[config.mk]
export PLATFORM = sky130hd
export DESIGN_NAME = sram_wr_ctrl
export DESIGN_NICKNAME = d
export VERILOG_FILES = /design/src/inc/sram_wr_pkg.sv /design/src/design/sram_wr_ctrl.sv
export VERILOG_INCLUDE_DIRS = /design/src /design/src/inc
export SDC_FILE = /design/constraint.sdc
export NUM_CORES = 1
export LEC_CHECK = 0
export ABC_AREA = 0
export BUFFER_PORTS_ARGS = -buffer_cell sky130_fd_sc_hd__buf_2
export CAP_MARGIN = 5
export CORE_UTILIZATION = 50
export DETAILED_ROUTE_END_ITERATION = 7
export GPL_TIMING_DRIVEN = 0
export PLACE_DENSITY = 0.89
export SLEW_MARGIN = 20
export SYNTH_ARGS = -nofsm -noshare
export SYNTH_HDL_FRONTEND = slang
export SYNTH_SLANG_ARGS = --single-unit
[constraint.sdc]
create_clock -name clock -period 4.2 [get_ports clock]
set_clock_uncertainty 0.2 [all_clocks]
set_input_delay 0.42 -clock clock [delete_from_list [all_inputs] [get_ports clock]]
set_output_delay 0.42 -clock clock [all_outputs]
set_load 0.05 [all_outputs]
[src/inc/sram_wr_defines.svh]
// Timing constants for the asynchronous SRAM write controller
`ifndef SRAM_WR_DEFINES_SVH
`define SRAM_WR_DEFINES_SVH
`define CLK_PERIOD_PS 10000
// Slowest grade figures in picoseconds
`define DATA_SETUP_PS 9000
`define ADDR_SETUP_PS 12000
`define WE_PULSE_OE_HIGH_PS 12000
`define WE_PULSE_OE_LOW_PS 17000
`define CYCLE_TIME_PS 20000
`define RELEASE_MAX_PS 9000
`define STROBE_HIGH_DRIVE_PS 3000
// Cycle counts, least times rounded up
`define CYC_UP(ps) (((ps) + `CLK_PERIOD_PS - 1) / `CLK_PERIOD_PS)
`define PULSE_OE_HIGH_CYC `CYC_UP(`WE_PULSE_OE_HIGH_PS)
`define PULSE_OE_LOW_CYC `CYC_UP(`WE_PULSE_OE_LOW_PS)
`define SETUP_CYC `CYC_UP(`DATA_SETUP_PS)
`define CYCLE_CYC `CYC_UP(`CYCLE_TIME_PS)
`define RELEASE_CYC `CYC_UP(`RELEASE_MAX_PS)
`define ADDR_SETUP_CYC `CYC_UP(`ADDR_SETUP_PS)
`endif

[src/inc/sram_wr_pkg.sv]
// Types for the asynchronous SRAM write controller
package sram_wr_pkg;
   typedef enum logic [2:0] {
      ST_IDLE = 3'b000,
      ST_SETUP = 3'b001,
      ST_STROBE = 3'b010,
      ST_RECOVER = 3'b011,
      ST_RETAIN = 3'b100,
      ST_WAKE = 3'b101
   } state_t;
endpackage

[src/design/sram_wr_ctrl.sv]
// Host-side write and retention controller for an asynchronous SRAM
`timescale 1ns/100ps
`include "sram_wr_defines.svh"
module sram_wr_ctrl #(
   parameter int ADDR_W = 21,
   parameter int DATA_W = 8
) (
   input wire logic clock,
   input wire logic reset,
   input wire logic wrReq,
   input wire logic [ADDR_W-1:0] wrAddr,
   input wire logic [DATA_W-1:0] wrData,
   input wire logic keepOeLow,
   input wire logic retainReq,
   output logic wrReady,
   output logic wrDone,
   output logic retainActive,
   output logic [ADDR_W-1:0] memAddr,
   output logic memSelN,
   output logic memStrobeN,
   output logic memOeN,
   output logic [DATA_W-1:0] dataLinesOut,
   output logic dataLinesOe,
   input wire logic [DATA_W-1:0] dataLinesIn
);
   import sram_wr_pkg::*;

   // Turnaround plus setup bounds the pulse when output enable stays low
   localparam int TURN_CYC = `RELEASE_CYC + `SETUP_CYC;
   localparam int LOW_CYC = (`PULSE_OE_LOW_CYC > TURN_CYC) ? `PULSE_OE_LOW_CYC : TURN_CYC;

   // Unsupported address or data widths, and counts that the 5-bit counter cannot serve, are refused
   if (ADDR_W < 1 || ADDR_W > 32) begin : g_bad_addr
      $error("sram_wr_ctrl: unsupported address width");
   end
   if (DATA_W < 1) begin : g_bad_data
      $error("sram_wr_ctrl: unsupported data width");
   end
   if (`PULSE_OE_HIGH_CYC < 1 || `PULSE_OE_HIGH_CYC > 31 || LOW_CYC > 31 || `SETUP_CYC < 1
         || `CYCLE_CYC < 1 || `CYCLE_CYC > 31) begin : g_bad_count
      $error("sram_wr_ctrl: timing count out of counter range");
   end
   // Select and data lead the strobe by one cycle
   if (`PULSE_OE_HIGH_CYC + 1 < `ADDR_SETUP_CYC || `PULSE_OE_HIGH_CYC + 1 < `SETUP_CYC) begin : g_bad_setup
      $error("sram_wr_ctrl: strobe pulse shorter than setup");
   end

   localparam logic [4:0] PULSE_HI = 5'(`PULSE_OE_HIGH_CYC);
   localparam logic [4:0] PULSE_LO = 5'(LOW_CYC);
   localparam logic [4:0] SETUP_N = 5'(`SETUP_CYC);
   localparam logic [4:0] CYCLE_N = 5'(`CYCLE_CYC);

   ////////////////////////////////////////////////////////////////////////
   state_t state_q, state_d;
   logic [4:0] count_q, count_d;
   logic [ADDR_W-1:0] addr_q;
   logic [DATA_W-1:0] data_q;
   logic oeLow_q;
   logic selN_q, strobeN_q, drive_q;
   logic doneP_q;

   wire idle = (state_q == ST_IDLE);
   wire startWrite = idle && wrReq && !retainReq;
   wire startRetain = idle && retainReq;
   wire countDone = (count_q == 5'h00);
   wire [4:0] pulseLen = oeLow_q ? PULSE_LO : PULSE_HI;
   wire strobeEnd = (state_q == ST_STROBE) && countDone;

   // Output enable low: memory drives until the strobe falls, so the host
   // holds off until the release time has passed
   wire oeLowNext = startWrite ? keepOeLow : oeLow_q;
   wire earlyDrive = (state_d == ST_SETUP || state_d == ST_STROBE) && !oeLowNext;
   wire lateDrive = (state_d == ST_STROBE) && (count_d < SETUP_N);
   wire driveNext = earlyDrive || lateDrive;

   // Next-state logic
   always_comb begin
      state_d = state_q;
      count_d = countDone ? 5'h00 : count_q - 5'h01;
      case (state_q)
         ST_IDLE: begin
            if (startRetain) begin
               state_d = ST_RETAIN;
            end else if (startWrite) begin
               state_d = ST_SETUP;
               count_d = 5'h00;
            end
         end
         ST_SETUP: begin
            state_d = ST_STROBE;
            count_d = pulseLen - 5'h01;
         end
         ST_STROBE: begin
            if (countDone) begin
               state_d = ST_RECOVER;
               count_d = 5'h00;
            end
         end
         ST_RECOVER: state_d = ST_IDLE;
         ST_RETAIN: begin
            if (!retainReq) begin
               state_d = ST_WAKE;
               count_d = CYCLE_N - 5'h01;
            end
         end
         ST_WAKE: begin
            if (countDone) begin
               state_d = ST_IDLE;
            end
         end
         default: state_d = ST_IDLE;
      endcase
   end

   ////////////////////////////////////////////////////////////////////////
   always_ff @(posedge clock) begin
      if (reset) begin
         state_q <= ST_IDLE;
         count_q <= 5'h00;
      end else begin
         state_q <= state_d;
         count_q <= count_d;
      end
   end

   // Address and data latched at start, held through the whole pulse
   always_ff @(posedge clock) begin
      if (reset) begin
         addr_q <= '0;
         data_q <= '0;
         oeLow_q <= 1'b0;
      end else if (startWrite) begin
         addr_q <= wrAddr;
         data_q <= wrData;
         oeLow_q <= keepOeLow;
      end
   end

   // Select falls one cycle before strobe, strobe rise terminates the write
   always_ff @(posedge clock) begin
      if (reset) begin
         selN_q <= 1'b1;
         strobeN_q <= 1'b1;
         drive_q <= 1'b0;
         doneP_q <= 1'b0;
      end else begin
         selN_q <= !(state_d == ST_SETUP || state_d == ST_STROBE);
         strobeN_q <= !(state_d == ST_STROBE);
         drive_q <= driveNext;
         doneP_q <= strobeEnd;
      end
   end

   assign memAddr = addr_q;
   assign dataLinesOut = data_q;
   assign dataLinesOe = drive_q;
   assign memSelN = selN_q;
   assign memStrobeN = strobeN_q;
   assign memOeN = !(oeLow_q && !selN_q);
   assign wrReady = idle && !retainReq;
   assign wrDone = doneP_q;
   assign retainActive = (state_q == ST_RETAIN);

   ////////////////////////////////////////////////////////////////////////
   // Assertions on the pin sequence
   a_write_overlap: assert property (@(posedge clock) disable iff (reset)
      !memStrobeN |-> !memSelN && (dataLinesOe || !memOeN))
      else $error("strobe low without select or data");
   a_data_setup: assert property (@(posedge clock) disable iff (reset)
      $rose(memStrobeN) |-> $stable(dataLinesOut) [*1] ##0 $past(dataLinesOe))
      else $error("data not stable before write end");
   a_addr_stable: assert property (@(posedge clock) disable iff (reset)
      !memSelN && !$past(memSelN) |-> $stable(memAddr))
      else $error("address moved during write");
   a_pulse_len: assert property (@(posedge clock) disable iff (reset)
      $fell(memStrobeN) && !memOeN |-> !memStrobeN [*2])
      else $error("strobe pulse too short with output enable low");
   a_pulse_short: assert property (@(posedge clock) disable iff (reset)
      $fell(memStrobeN) && memOeN |-> !memStrobeN ##1 !memStrobeN)
      else $error("strobe pulse too short");
   a_retain_sel: assert property (@(posedge clock) disable iff (reset)
      retainActive |-> memSelN && memStrobeN)
      else $error("select active in retention");
   a_wake_wait: assert property (@(posedge clock) disable iff (reset)
      $fell(retainActive) |-> !wrReady ##1 !wrReady)
      else $error("access too soon after retention");
   a_done_pulse: assert property (@(posedge clock) disable iff (reset)
      $rose(memStrobeN) |-> wrDone ##1 !wrDone)
      else $error("done not aligned to write end");
   a_sel_setup: assert property (@(posedge clock) disable iff (reset)
      $fell(memSelN) |-> memStrobeN && (dataLinesOe == memOeN))
      else $error("controls not valid before strobe");
   a_no_clash: assert property (@(posedge clock) disable iff (reset)
      !memSelN && !memOeN && memStrobeN |-> !dataLinesOe)
      else $error("host drives while memory may drive");
   a_turn_wait: assert property (@(posedge clock) disable iff (reset)
      $fell(memStrobeN) && !memOeN |-> !dataLinesOe)
      else $error("host drives before memory released");
   a_addr_hold: assert property (@(posedge clock) disable iff (reset)
      $rose(memSelN) |-> $stable(memAddr))
      else $error("address moved at write end");
   a_drive_end: assert property (@(posedge clock) disable iff (reset)
      $rose(memStrobeN) |-> !dataLinesOe)
      else $error("data still driven after write end");
   a_write_gap: assert property (@(posedge clock) disable iff (reset)
      $rose(memStrobeN) |=> memStrobeN)
      else $error("strobe fell again right after write end");
endmodule

Yosys cells after proc, flatten, opt, wreduce, memory -nomap -nowiden
Index checks and enable logic that the tools add are counted.
{"block": "word_totals", "word_cells": 48, "ff_bits": 42, "input_bits": 42}
{"block": "classes", "n_mux": 13, "n_eq_ne": 6, "magnitude_cmp": 1, "addsub": 1, "n_reduce_logical": 18}
{"operator": "$mux W5", "count": 5}
{"operator": "$pmux W5 S4", "count": 1}
{"operator": "$mux W3", "count": 5}
{"operator": "$pmux W3 S5", "count": 1}
{"operator": "$logic_and A1 B1 Y1", "count": 8}
{"operator": "$eq A3 B1 Y1 const B", "count": 2}
{"operator": "$eq A3 B2 Y1 const B", "count": 2}
{"operator": "$eq A3 B3 Y1 const B", "count": 2}
{"operator": "$logic_not A1 Y1", "count": 6}
{"operator": "$logic_not A5 Y1", "count": 1}
{"operator": "$lt A5 B1 Y1 const B", "count": 1}
{"operator": "$sub A5 B1 Y5 const B", "count": 1}
{"operator": "$logic_not A3 Y1", "count": 1}
{"operator": "$logic_or A1 B1 Y1", "count": 2}
{"operator": "$mux W1", "count": 1}

Logic depth before layout (Yosys ltp)
Gate-level depths: netlist (run 1).
{"block": "depth", "depth_word": 10, "depth_mapped": 6, "ltp_nobuf": 6}

Worst setup path after synthesis (run 1)
No wires, ideal clock.
{"block": "synth_timing", "kind": "input port to flip-flop", "start": "input port retainReq", "end": "register drive_q, in the netlist dataLinesOe", "slack_ns": 1.925, "stages": 4, "arrival_ns": 1.983, "path_buffers": 0, "cell_sequence": "nor4_4 > and2_1 > mux2_1 > o32ai_1"}
{"block": "synth_via", "elab_chain_len": 9, "word_cells_on_any_way": 20, "cone_classes": "order compare: 1; eq/ne: 2; mux: 9; reduce/logical: 8"}
{"element": "from (decl)", "line": "sram_wr_ctrl.sv:14", "rtl": "input wire logic retainReq,"}
{"element": "branches (longest 8 deep; another with $lt A5 B1 Y1)"}
{"element": "$logic_or A1 B1 Y1 (*)", "line": "sram_wr_ctrl.sv:74", "rtl": "wire driveNext = earlyDrive || lateDrive;"}
{"element": "to (signal assigned)", "line": "sram_wr_ctrl.sv:149", "rtl": "drive_q <= driveNext;"}
{"element": "to (decl)", "line": "sram_wr_ctrl.sv:59", "rtl": "logic selN_q, strobeN_q, drive_q;"}
Every way passes the cells marked *.
A chain may end at the register's enable or synchronous reset.

Worst setup path after layout (run 1)
{"block": "layout_timing", "start": "register state_q[2]", "end": "output port retainActive"}
{"block": "layout_via", "elab_chain_len": 1}
{"element": "from (decl)", "line": "sram_wr_ctrl.sv:54", "rtl": "state_t state_q, state_d;"}
{"element": "from (signal assigned)", "line": "sram_wr_ctrl.sv:121", "rtl": "state_q <= state_d;"}
{"element": "$eq A3 B3 Y1", "line": "sram_wr_ctrl.sv:162", "rtl": "assign retainActive = (state_q == ST_RETAIN);"}
{"element": "to (decl)", "line": "sram_wr_ctrl.sv:17", "rtl": "output logic retainActive,"}
No other way between the ends.

==> results of run 1 <==
## state kept, by name, indices dropped and copies added, names as in the netlist, 3 cells and up
register and cells:
count_q 5, state_q 3, memAddr 21, dataLinesOut 8
## per-stage QoR
step	util, %	hold slack [ns]	setup slack [ns]	area [µm²]	std cells
after floorplan	-	0.295	1.92	1740	208
after global placement	64.3	0.239	2.07	2150	323
after detailed placement	64.3	0.244	2.07	2150	323
after CTS	66.7	0.0865	1.87	2230	331
after global routing	66.7	0.0654	1.78	2230	331
final	66.7	0.0979	1.87	2230	331
## cells in the final DEF, fill, tap and decap left out, types with 2 or more instances in the layout
cell / netlist / final
buf_2: 3 / 72
nand2_1: 62 / 62
dfxtp_1: 42 / 42
a21oi_1: 33 / 33
nor2_1: 10 / 10
clkbuf_1: 8 / 9
inv_1: 5 / 5
nand2b_1: 5 / 5
clkbuf_4: 0 / 5
nor2b_1: 3 / 3
nor3_1: 3 / 3
and2_1: 2 / 2
buf_4: 2 / 2
o21a_1: 2 / 2
## cells in the mapped netlist, types with 2 or more instances
| library cell | count |
|---|---|
| nand2_1 | 62 |
| dfxtp_1 | 42 |
| a21oi_1 | 33 |
| nor2_1 | 10 |
| clkbuf_1 | 8 |
| inv_1 | 5 |
| nand2b_1 | 5 |
| buf_2 | 3 |
| nor2b_1 | 3 |
| nor3_1 | 3 |
| and2_1 | 2 |
| buf_4 | 2 |
| o21a_1 | 2 |
## final cells by class
type	instances	area share, %
sequential	42	37.8
multi-input combinational	148	37.0
timing repair buffer	69	15.5
buffer	13	2.70
tap	46	2.59
clock buffer	6	1.85
clock inverter	2	1.69
inverter	5	0.843
## routing by layer
metal / track usage (%) / part of all wire [%]
met1: 26.5 / 42
met2: 36.8 / 49
met3: 6.72 / 6.3
met4: 10.7 / 2.5
met5: 0 / 0
## critical path, stage by stage, from the launching register on
cell and delay (ns):
dfxtp_1 0.50, clkbuf_1 0.41, and2_1 0.20, buf_2 0.26
## power breakdown
part           internal [W]  switching [W]
Combinational      0.000181       0.000333
Sequential         0.000447      0.0000439
Clock              0.000126       0.000130
Total              0.000754       0.000507
## path summary, 6_finish.rpt
kind                        start              end  slack [ns]
setup / recovery       state_q[2]     retainActive        1.87
hold / removal         wrAddr[13]      memAddr[13]         0.1
hold reg to reg   dataLinesOut[5]  dataLinesOut[5]        0.26
setup reg to reg       count_q[0]      dataLinesOe        1.97
## kinds of logic (layout without fill, tap and decap cells)
group,count (synthesis),count (layout)
compound gates,50,50
mux,1,1
fa+ha+maj,1,1
buf+inv,18,95
xor+xnor,1,1
flops,42,42
simple gates,95,95
==> impl_metrics.ini, run 1 <==
[power_and_ir_drop]
p_leak_nw = 0.987
ir_drop_uv = 234
power.density_mw_per_mm2 = 566
total_power_w = 0.00126

[cells_and_area]
layout-drive-gt1-share_pct = 31.2
regArea_um2 = 841
fillers = 286
layout.nets = 327
area_delta_synth_final_pct = 27.6
diodes = 0
multi_input_area_um2 = 825

[route]
drc_errors = 0
post_drt_wl_per_cell_um = 12.5
dr_total_vias = 1738
routed_wl_um = 4120
first_pass_iters = 4
drtAntennaViolNets = 0
viasPerCell = 5.25
drt_iter0_markers = 129

[sta]
slew_viol_final = 0
period_needed_ns = 2.33
final-setup-viol-count = 0
setup_tns_ns = 0
fin_crit_sh_pct = 55.5
relSlewSlack_pct = 63.2
rsz0062_at_grt = false
max_freq_ghz = 0.429
tightestPinTransition_ns = 0.551
finalHoldViolCount = 0

[critical_path]
worst_setup_path_end_kind = output pin
cp-start-kind = register
critPathMaxFanout = 10
cp.required_ns = 3.58
reg2regPathDepth = 6
critPathKind = register to output pin
worst_ep_arrival_time_ns = 1.71

[synth]
yosys.area.top_type_share_pct = 48.2
ys_ff_latch = 42
synth_compound_area_share_pct = 18.9
syn-cell-area_mm2 = 0.00174
synth_edf_count = 0
synth_top_family_by_area = simple AND/OR/NAND/NOR gates
synthMuxAreaShare_pct = 0.646
yosys_warnings = 0
synth_ff_type = dfxtp_1
synth_cell_type_count = 41
yosys.area_share.simple_pct = 26.5
avgSynthCellArea_um2 = 8.39
synth_adder_area_share_pct = 0.717
synth_xor_area_share_pct = 0.502
synthTopCellsByArea = dfxtp_1, nand2_1, a21oi_1
syn_inst = 208
seq_area_frac_synth_pct = 48.2
yosysTopAreaCell = dfxtp_1
async_reset_ff_share_pct = 0
syn-num-nets = 251

[floorplan]
die_w_um = 61.1
core-area_mm2 = 0.00334
die_y_um = 61.1
start_util_pct = 52.3
num_rows = 21
io_pins = 78
dieArea_mm2 = 0.00373

[cts]
htreeDepth = 2
numClockSinks = 42
clockBufferDepth = 2
clk_pin_slew_worst_paths_ns = 0.13
cts_root_buf = clkbuf_4
postCtsSetupBuffers = 0
cts_hold_buf = 0
cts_buffers = 5
cts_resized = 0
clk_latency_ns = 0.35
cts_tree = yes

[global_route]
grt_max_degree = 14
antenna_found_initial = 0
grt_overflow = 0
grt_pass1_wl_um = 6090
grt_usage_pct = 22.3
grt_pass1_vias = 1436

[placement]
dp_hpwl_um = 2960
globalplace.congestion = 0.799
port_buffers = 69

[job]
maxCapViolCount = 0

[worst_hold_path]
hold_class = input pin to register
hold_depth = 3

[run_status]
status = complete, no violations
Power figures use the tool's default switching activity.
==> run 2, diff against run 1 <==
- ABC_AREA: 0 -> 1
- CORE_UTILIZATION: 50 -> 42
- PLACE_DENSITY: 0.89 -> 0.8
- clock period: 4.2 -> 1.9 ns (I/O delays scaled with it)
==> run 2 against run 1 <==
Net effect:
- sequential share of layout area decreased by 4.9 points
- die area increased by 18%
- core utilization decreased by 2.4 points
- largest cell class unchanged
- largest power group unchanged
- highest routed layer unchanged
- routed wire length increased by 14%
- worst hold slack improved by 0.021 ns
==> impl_metrics.ini, run 2 <==
[sta]
slew_viol_final = 0
max_freq_ghz = 0.551
setup_tns_ns = 0
period_needed_ns = 1.82
finalHoldViolCount = 0
relSlewSlack_pct = 69.1
whs_ns = 0.119
final-setup-viol-count = 0
tightestPinTransition_ns = 0.464
fin_ws_ns = 0.0839
fin_crit_sh_pct = 95.6

[synth]
seq_area_frac_synth_pct = 48.4
yosysTopAreaCell = dfxtp_1
ys_ff_latch = 42
ys_top_cells_by_count = nand2_1, dfxtp_1, nand3_1
syn_inst = 235
yosys_warnings = 0
synth_edf_count = 0
syn-num-nets = 278
synthTopCellsByArea = dfxtp_1, nand2_1, nand3_1
synth.most_common_cell = nand2_1
synth_cell_type_count = 22
syn-cell-area_mm2 = 0.00174
async_reset_ff_share_pct = 0
yosys.area.top_type_share_pct = 48.4
avgSynthCellArea_um2 = 7.39
synth_ff_type = dfxtp_1

[cts]
cts_tree = yes
cts_buffers = 5
clk_pin_slew_worst_paths_ns = 0.08
numClockSinks = 42
clk_latency_ns = 0.29
htreeDepth = 2
cts_root_buf = clkbuf_8
postCtsSetupBuffers = 0
clockBufferDepth = 2

[floorplan]
num_rows = 23
core-area_mm2 = 0.00397
io_pins = 78
die_y_um = 66.3
start_util_pct = 43.7
dieArea_mm2 = 0.00440
die_w_um = 66.3

[placement]
dp_hpwl_um = 2980
port_buffers = 69
dp.cells = 354
place_ws_ns = 0.259
globalplace.congestion = 0.894

[cells_and_area]
layout.nets = 385
final_cell_count_no_fill = 393
diodes = 0
layout-drive-gt1-share_pct = 28.6
area_delta_synth_final_pct = 47.1
layout_commonest_cell = buf_2
layout_common_cells = buf_2, nand2_1, dfxtp_1, nand3_1, a21oi_1
largest_reg_flops = 21

[route]
post_drt_wl_per_cell_um = 11.9
first_pass_iters = 4
drtAntennaViolNets = 0
viasPerCell = 4.90
routed_wl_um = 4690
dr_total_vias = 1926
drt_iter0_markers = 103
drc_errors = 0

[power_and_ir_drop]
p_clk_share_pct = 22.1
power.density_mw_per_mm2 = 1050
p_leak_nw = 1.22
p_sw_share_pct = 39.6
netSwitchingPower_w = 0.00106
internal-power_w = 0.00161
total_power_w = 0.00267
p_comb_share_pct = 39.1
pwr-share-seq_pct = 38.7
ir_drop_uv = 563

[global_route]
grt_pass1_vias = 1704
grt_pass1_wl_um = 7280
grt_usage_pct = 21.9
antenna_found_initial = 0
grt_overflow = 0
grt_max_degree = 13

[critical_path]
path_cells = inv_2 -> nand2_2 -> nor3_4 -> buf_6 -> buf_4
crit_buf_inv = 3
critPathMaxFanout = 10
worst_ep_arrival_time_ns = 1.43
path_delay_family = buffers and inverters
worst_setup_path_end_kind = output pin
critPathSlowestCell = dfxtp_1
cp.required_ns = 1.51
cp-start-kind = register
critPathKind = register to output pin
slowest_delay_ns = 0.37

[job]
maxCapViolCount = 0

[run_status]
status = complete, no violations

[worst_hold_path]
hold_class = input pin to register
[run 2: metal layers]
layer  track usage, %  vias up  routed length, µm
met1             25.4      875               2010
met5                0        -                  0
met4             9.57        0                 88
li1                 -      978                  -
met3             5.86       11                221
met2             37.5       62               2370
[run 2: power by group through the flow]
stage	registers, W	logic, W	clock network [W]
2_1_floorplan	0.00122	0.000591	0
3_3_place_gp	0.00105	0.000958	0
3_5_place_dp	0.00105	0.000976	0
4_1_cts	0.00103	0.00103	0.000596
5_1_grt	0.00104	0.00117	0.000628
6_report	0.00103	0.00105	0.000591
[run 2: kinds of logic after synthesis]
kind of cell               count (synthesis)  synth area share (%)
buffers and inverters                     34                  7.92
DFF                                       42                  48.4
adders and majority gates                  1                 0.720
and+or+nand+nor                          117                  30.3
AOI/OAI and AO/OA                         41                  12.6
[run 2: repair_timing]
item	in CTS	in global routing
hold buffers	31	0
gates resized for setup	2	1
endpoints found under the setup margin	1	1
hold endpoints to repair	32	0
[run 2: worst reg2reg max path, cell delays in order (launching register included)]
cell and delay [ns]:
dfxtp_1 0.30, inv_1 0.09, ha_1 0.22, nand3_1 0.22, o21ai_0 0.15, inv_1 0.06, nand2_1 0.09, nand2_1 0.06
nor2_1 0.11, nand2_1 0.06, nand2_1 0.05
[run 2: through the flow]
step / instance area, µm² / utilization, %
2_1_floorplan: 1740 / -
4_1_cts: 2550 / 64.2
5_1_grt: 2550 / 64.3
6_report: 2550 / 64.3
3_3_place_gp: 2140 / 54.0
3_5_place_dp: 2140 / 54.0
[run 2: area by class of cell]
type,instances,area [µm²]
plain buffers,13,65.1
clock buffers,7,86.3
clock inverters,1,5.00
fillers,342,1420
inverters,21,78.8
multi-input cells,159,758
flip-flops and latches,42,841
well taps,50,62.6
repair buffers,100,658
[run 2: path summary, 6_finish.rpt]
check | from | endpoint | slack (ns) | depth (start not counted)
hold / removal | wrReq | oeLow_q | 0.12 | 4
setup / recovery | state_q[0] | wrReady | 0.08 | 5
hold reg to reg | memAddr[20] | memAddr[20] | 0.26 | 2
setup reg to reg | count_q[0] | dataLinesOe | 0.26 | 10
==> run 3, diff against run 2 <==
- CORE_UTILIZATION: 42 -> 50
- CTS_BUF_LIST: unset -> sky130_fd_sc_hd__clkbuf_8
- PLACE_DENSITY: 0.8 -> 0.89
- clock period: 1.9 -> 2.2 ns (I/O delays scaled with it)
==> run 3 against run 2 <==
Net effect:
- the run now ends with negative hold slack left
- total power fell by 12%
- first-iteration DRC count is 17% lower
- non-clock buffer count fell by 9
==> impl_metrics.ini, run 3 (synthesized netlist as in run 2, its figures left out) <==
[sta]
final-setup-viol-count = 0
slew_viol_final = 0
whs_ns = -0.00580
period_needed_ns = 1.98
tightestPinTransition_ns = 0.478
setup_tns_ns = 0
fin_crit_sh_pct = 90.2
finalHoldViolCount = 2
relSlewSlack_pct = 68.1
max_freq_ghz = 0.504
rsz0062_at_grt = false

[cells_and_area]
layout-drive-gt1-share_pct = 29.3
layout.nets = 376
area_delta_synth_final_pct = 42.2
diodes = 0
layout_commonest_cell = buf_2
layout_common_cells = buf_2, nand2_1, dfxtp_1, nand3_1, a21oi_1
largest_reg_flops = 21
fillers = 272

[critical_path]
path_cells = inv_2 -> nand2_2 -> nor3_4 -> buf_2 -> buf_2
r2r_end = dataLinesOe
path_delay_family = buffers and inverters
critPathKind = register to output pin
cp-endpoint = wrReady
worst_ep_arrival_time_ns = 1.56
critPathSlowestCell = dfxtp_1
r2r_slack_ns = 0.58
crit_buf_inv = 3
cp.required_ns = 1.78
critPathMaxFanout = 10
path_depth = 5
startpoint = state_q[0]
slowest_delay_ns = 0.37
worst_setup_path_end_kind = output pin
cp-start-kind = register
reg2regPathDepth = 10
crit_top_cell = buf_2
r2r-start = count_q[0]

[placement]
globalplace.congestion = 0.917
port_buffers = 69
dp_hpwl_um = 2830

[global_route]
antenna_found_initial = 0
grt_max_degree = 14
grt_pass1_vias = 1655
grt_usage_pct = 25.9
grt_pass1_wl_um = 7080
grt_overflow = 0

[floorplan]
die_w_um = 60.9
die_y_um = 60.9
num_rows = 21
dieArea_mm2 = 0.00371
core-area_mm2 = 0.00334
start_util_pct = 52.0
io_pins = 78

[run_status]
violations = negative hold slack
status = finished, violations left

[power_and_ir_drop]
p_leak_nw = 1.18
ir_drop_uv = 647
power.density_mw_per_mm2 = 956
total_power_w = 0.00236

[cts]
clk_pin_slew_worst_paths_ns = 0.08
htreeDepth = 2
cts_buffers = 5
clk_latency_ns = 0.29
cts_tree = yes
cts_root_buf = clkbuf_8
postCtsSetupBuffers = 0
clockBufferDepth = 2
numClockSinks = 42

[worst_hold_path]
hold_class = input pin to register

[route]
first_pass_iters = 5
viasPerCell = 4.98
post_drt_wl_per_cell_um = 12.2
dr_total_vias = 1892
drtAntennaViolNets = 0
routed_wl_um = 4650
drt_iter0_markers = 85
drc_errors = 0

[job]
maxCapViolCount = 0
run 3: metrics by stage:
stage	cell area [µm²]	setup WS, ns	std cells	hold slack [ns]	utilization [%]
final	2470	0.216	380	-0.00580	74.0
after global placement	2140	0.558	350	0.236	64.1
after floorplan	1740	0.706	235	0.0934	-
after detailed placement	2140	0.563	350	0.240	64.1
after global routing	2470	0.118	380	0.000993	74.0
after CTS	2470	0.229	380	0.000593	74.0
run 3: cell type report:
type                            count  area (µm²)  area share, %
Sequential cell                    42         841           34.0
Multi-Input combinational cell    159         758           30.7
Timing Repair Buffer               91         566           22.9
Inverter                           21        78.8           3.19
Clock buffer                        5        68.8           2.79
Buffer                             13        58.8           2.38
Tap cell                           46        57.6           2.33
Clock inverter                      3        41.3           1.67
run 3: per-layer routing:
| layer | routed length [µm] | up-vias | global-route usage, % | part of all wire, % |
|---|---|---|---|---|
| li1 | - | 958 | - | - |
| met2 | 2370 | 75 | 45.2 | 51 |
| met5 | 0 | - | 0 | 0 |
| met3 | 265 | 11 | 6.40 | 5.7 |
| met4 | 99 | 0 | 11.4 | 2.1 |
| met1 | 1920 | 848 | 29.9 | 41 |
run 3: how the worst min path moves through the flow:
stage | startpoint | endpoint | cells after the start
after global routing | wrData[1] | dataLinesOut[1] | 3
after detailed placement | reset | state_q[1] | 2
after CTS | wrAddr[10] | memAddr[10] | 3
after floorplan | reset | state_q[1] | 1
after global placement | reset | state_q[1] | 2
final | wrAddr[0] | memAddr[0] | 3
run 3: worst min-delay path: stages:
cell and delay, ns:
buf_2 0.09, nand3_1 0.07, a21oi_1 0.06
run 3: what timing repair did:
action                    CTS  global route
hold endpoints to repair   23             0
hold buffers               22             0
gates resized for setup     0             0
run 3: where the power goes:
group / total [W] / switching (W) / internal [W]
combinational: 0.000876 / 0.000597 / 0.000279
sequential: 0.000891 / 0.0000469 / 0.000845
clock: 0.000595 / 0.000261 / 0.000334
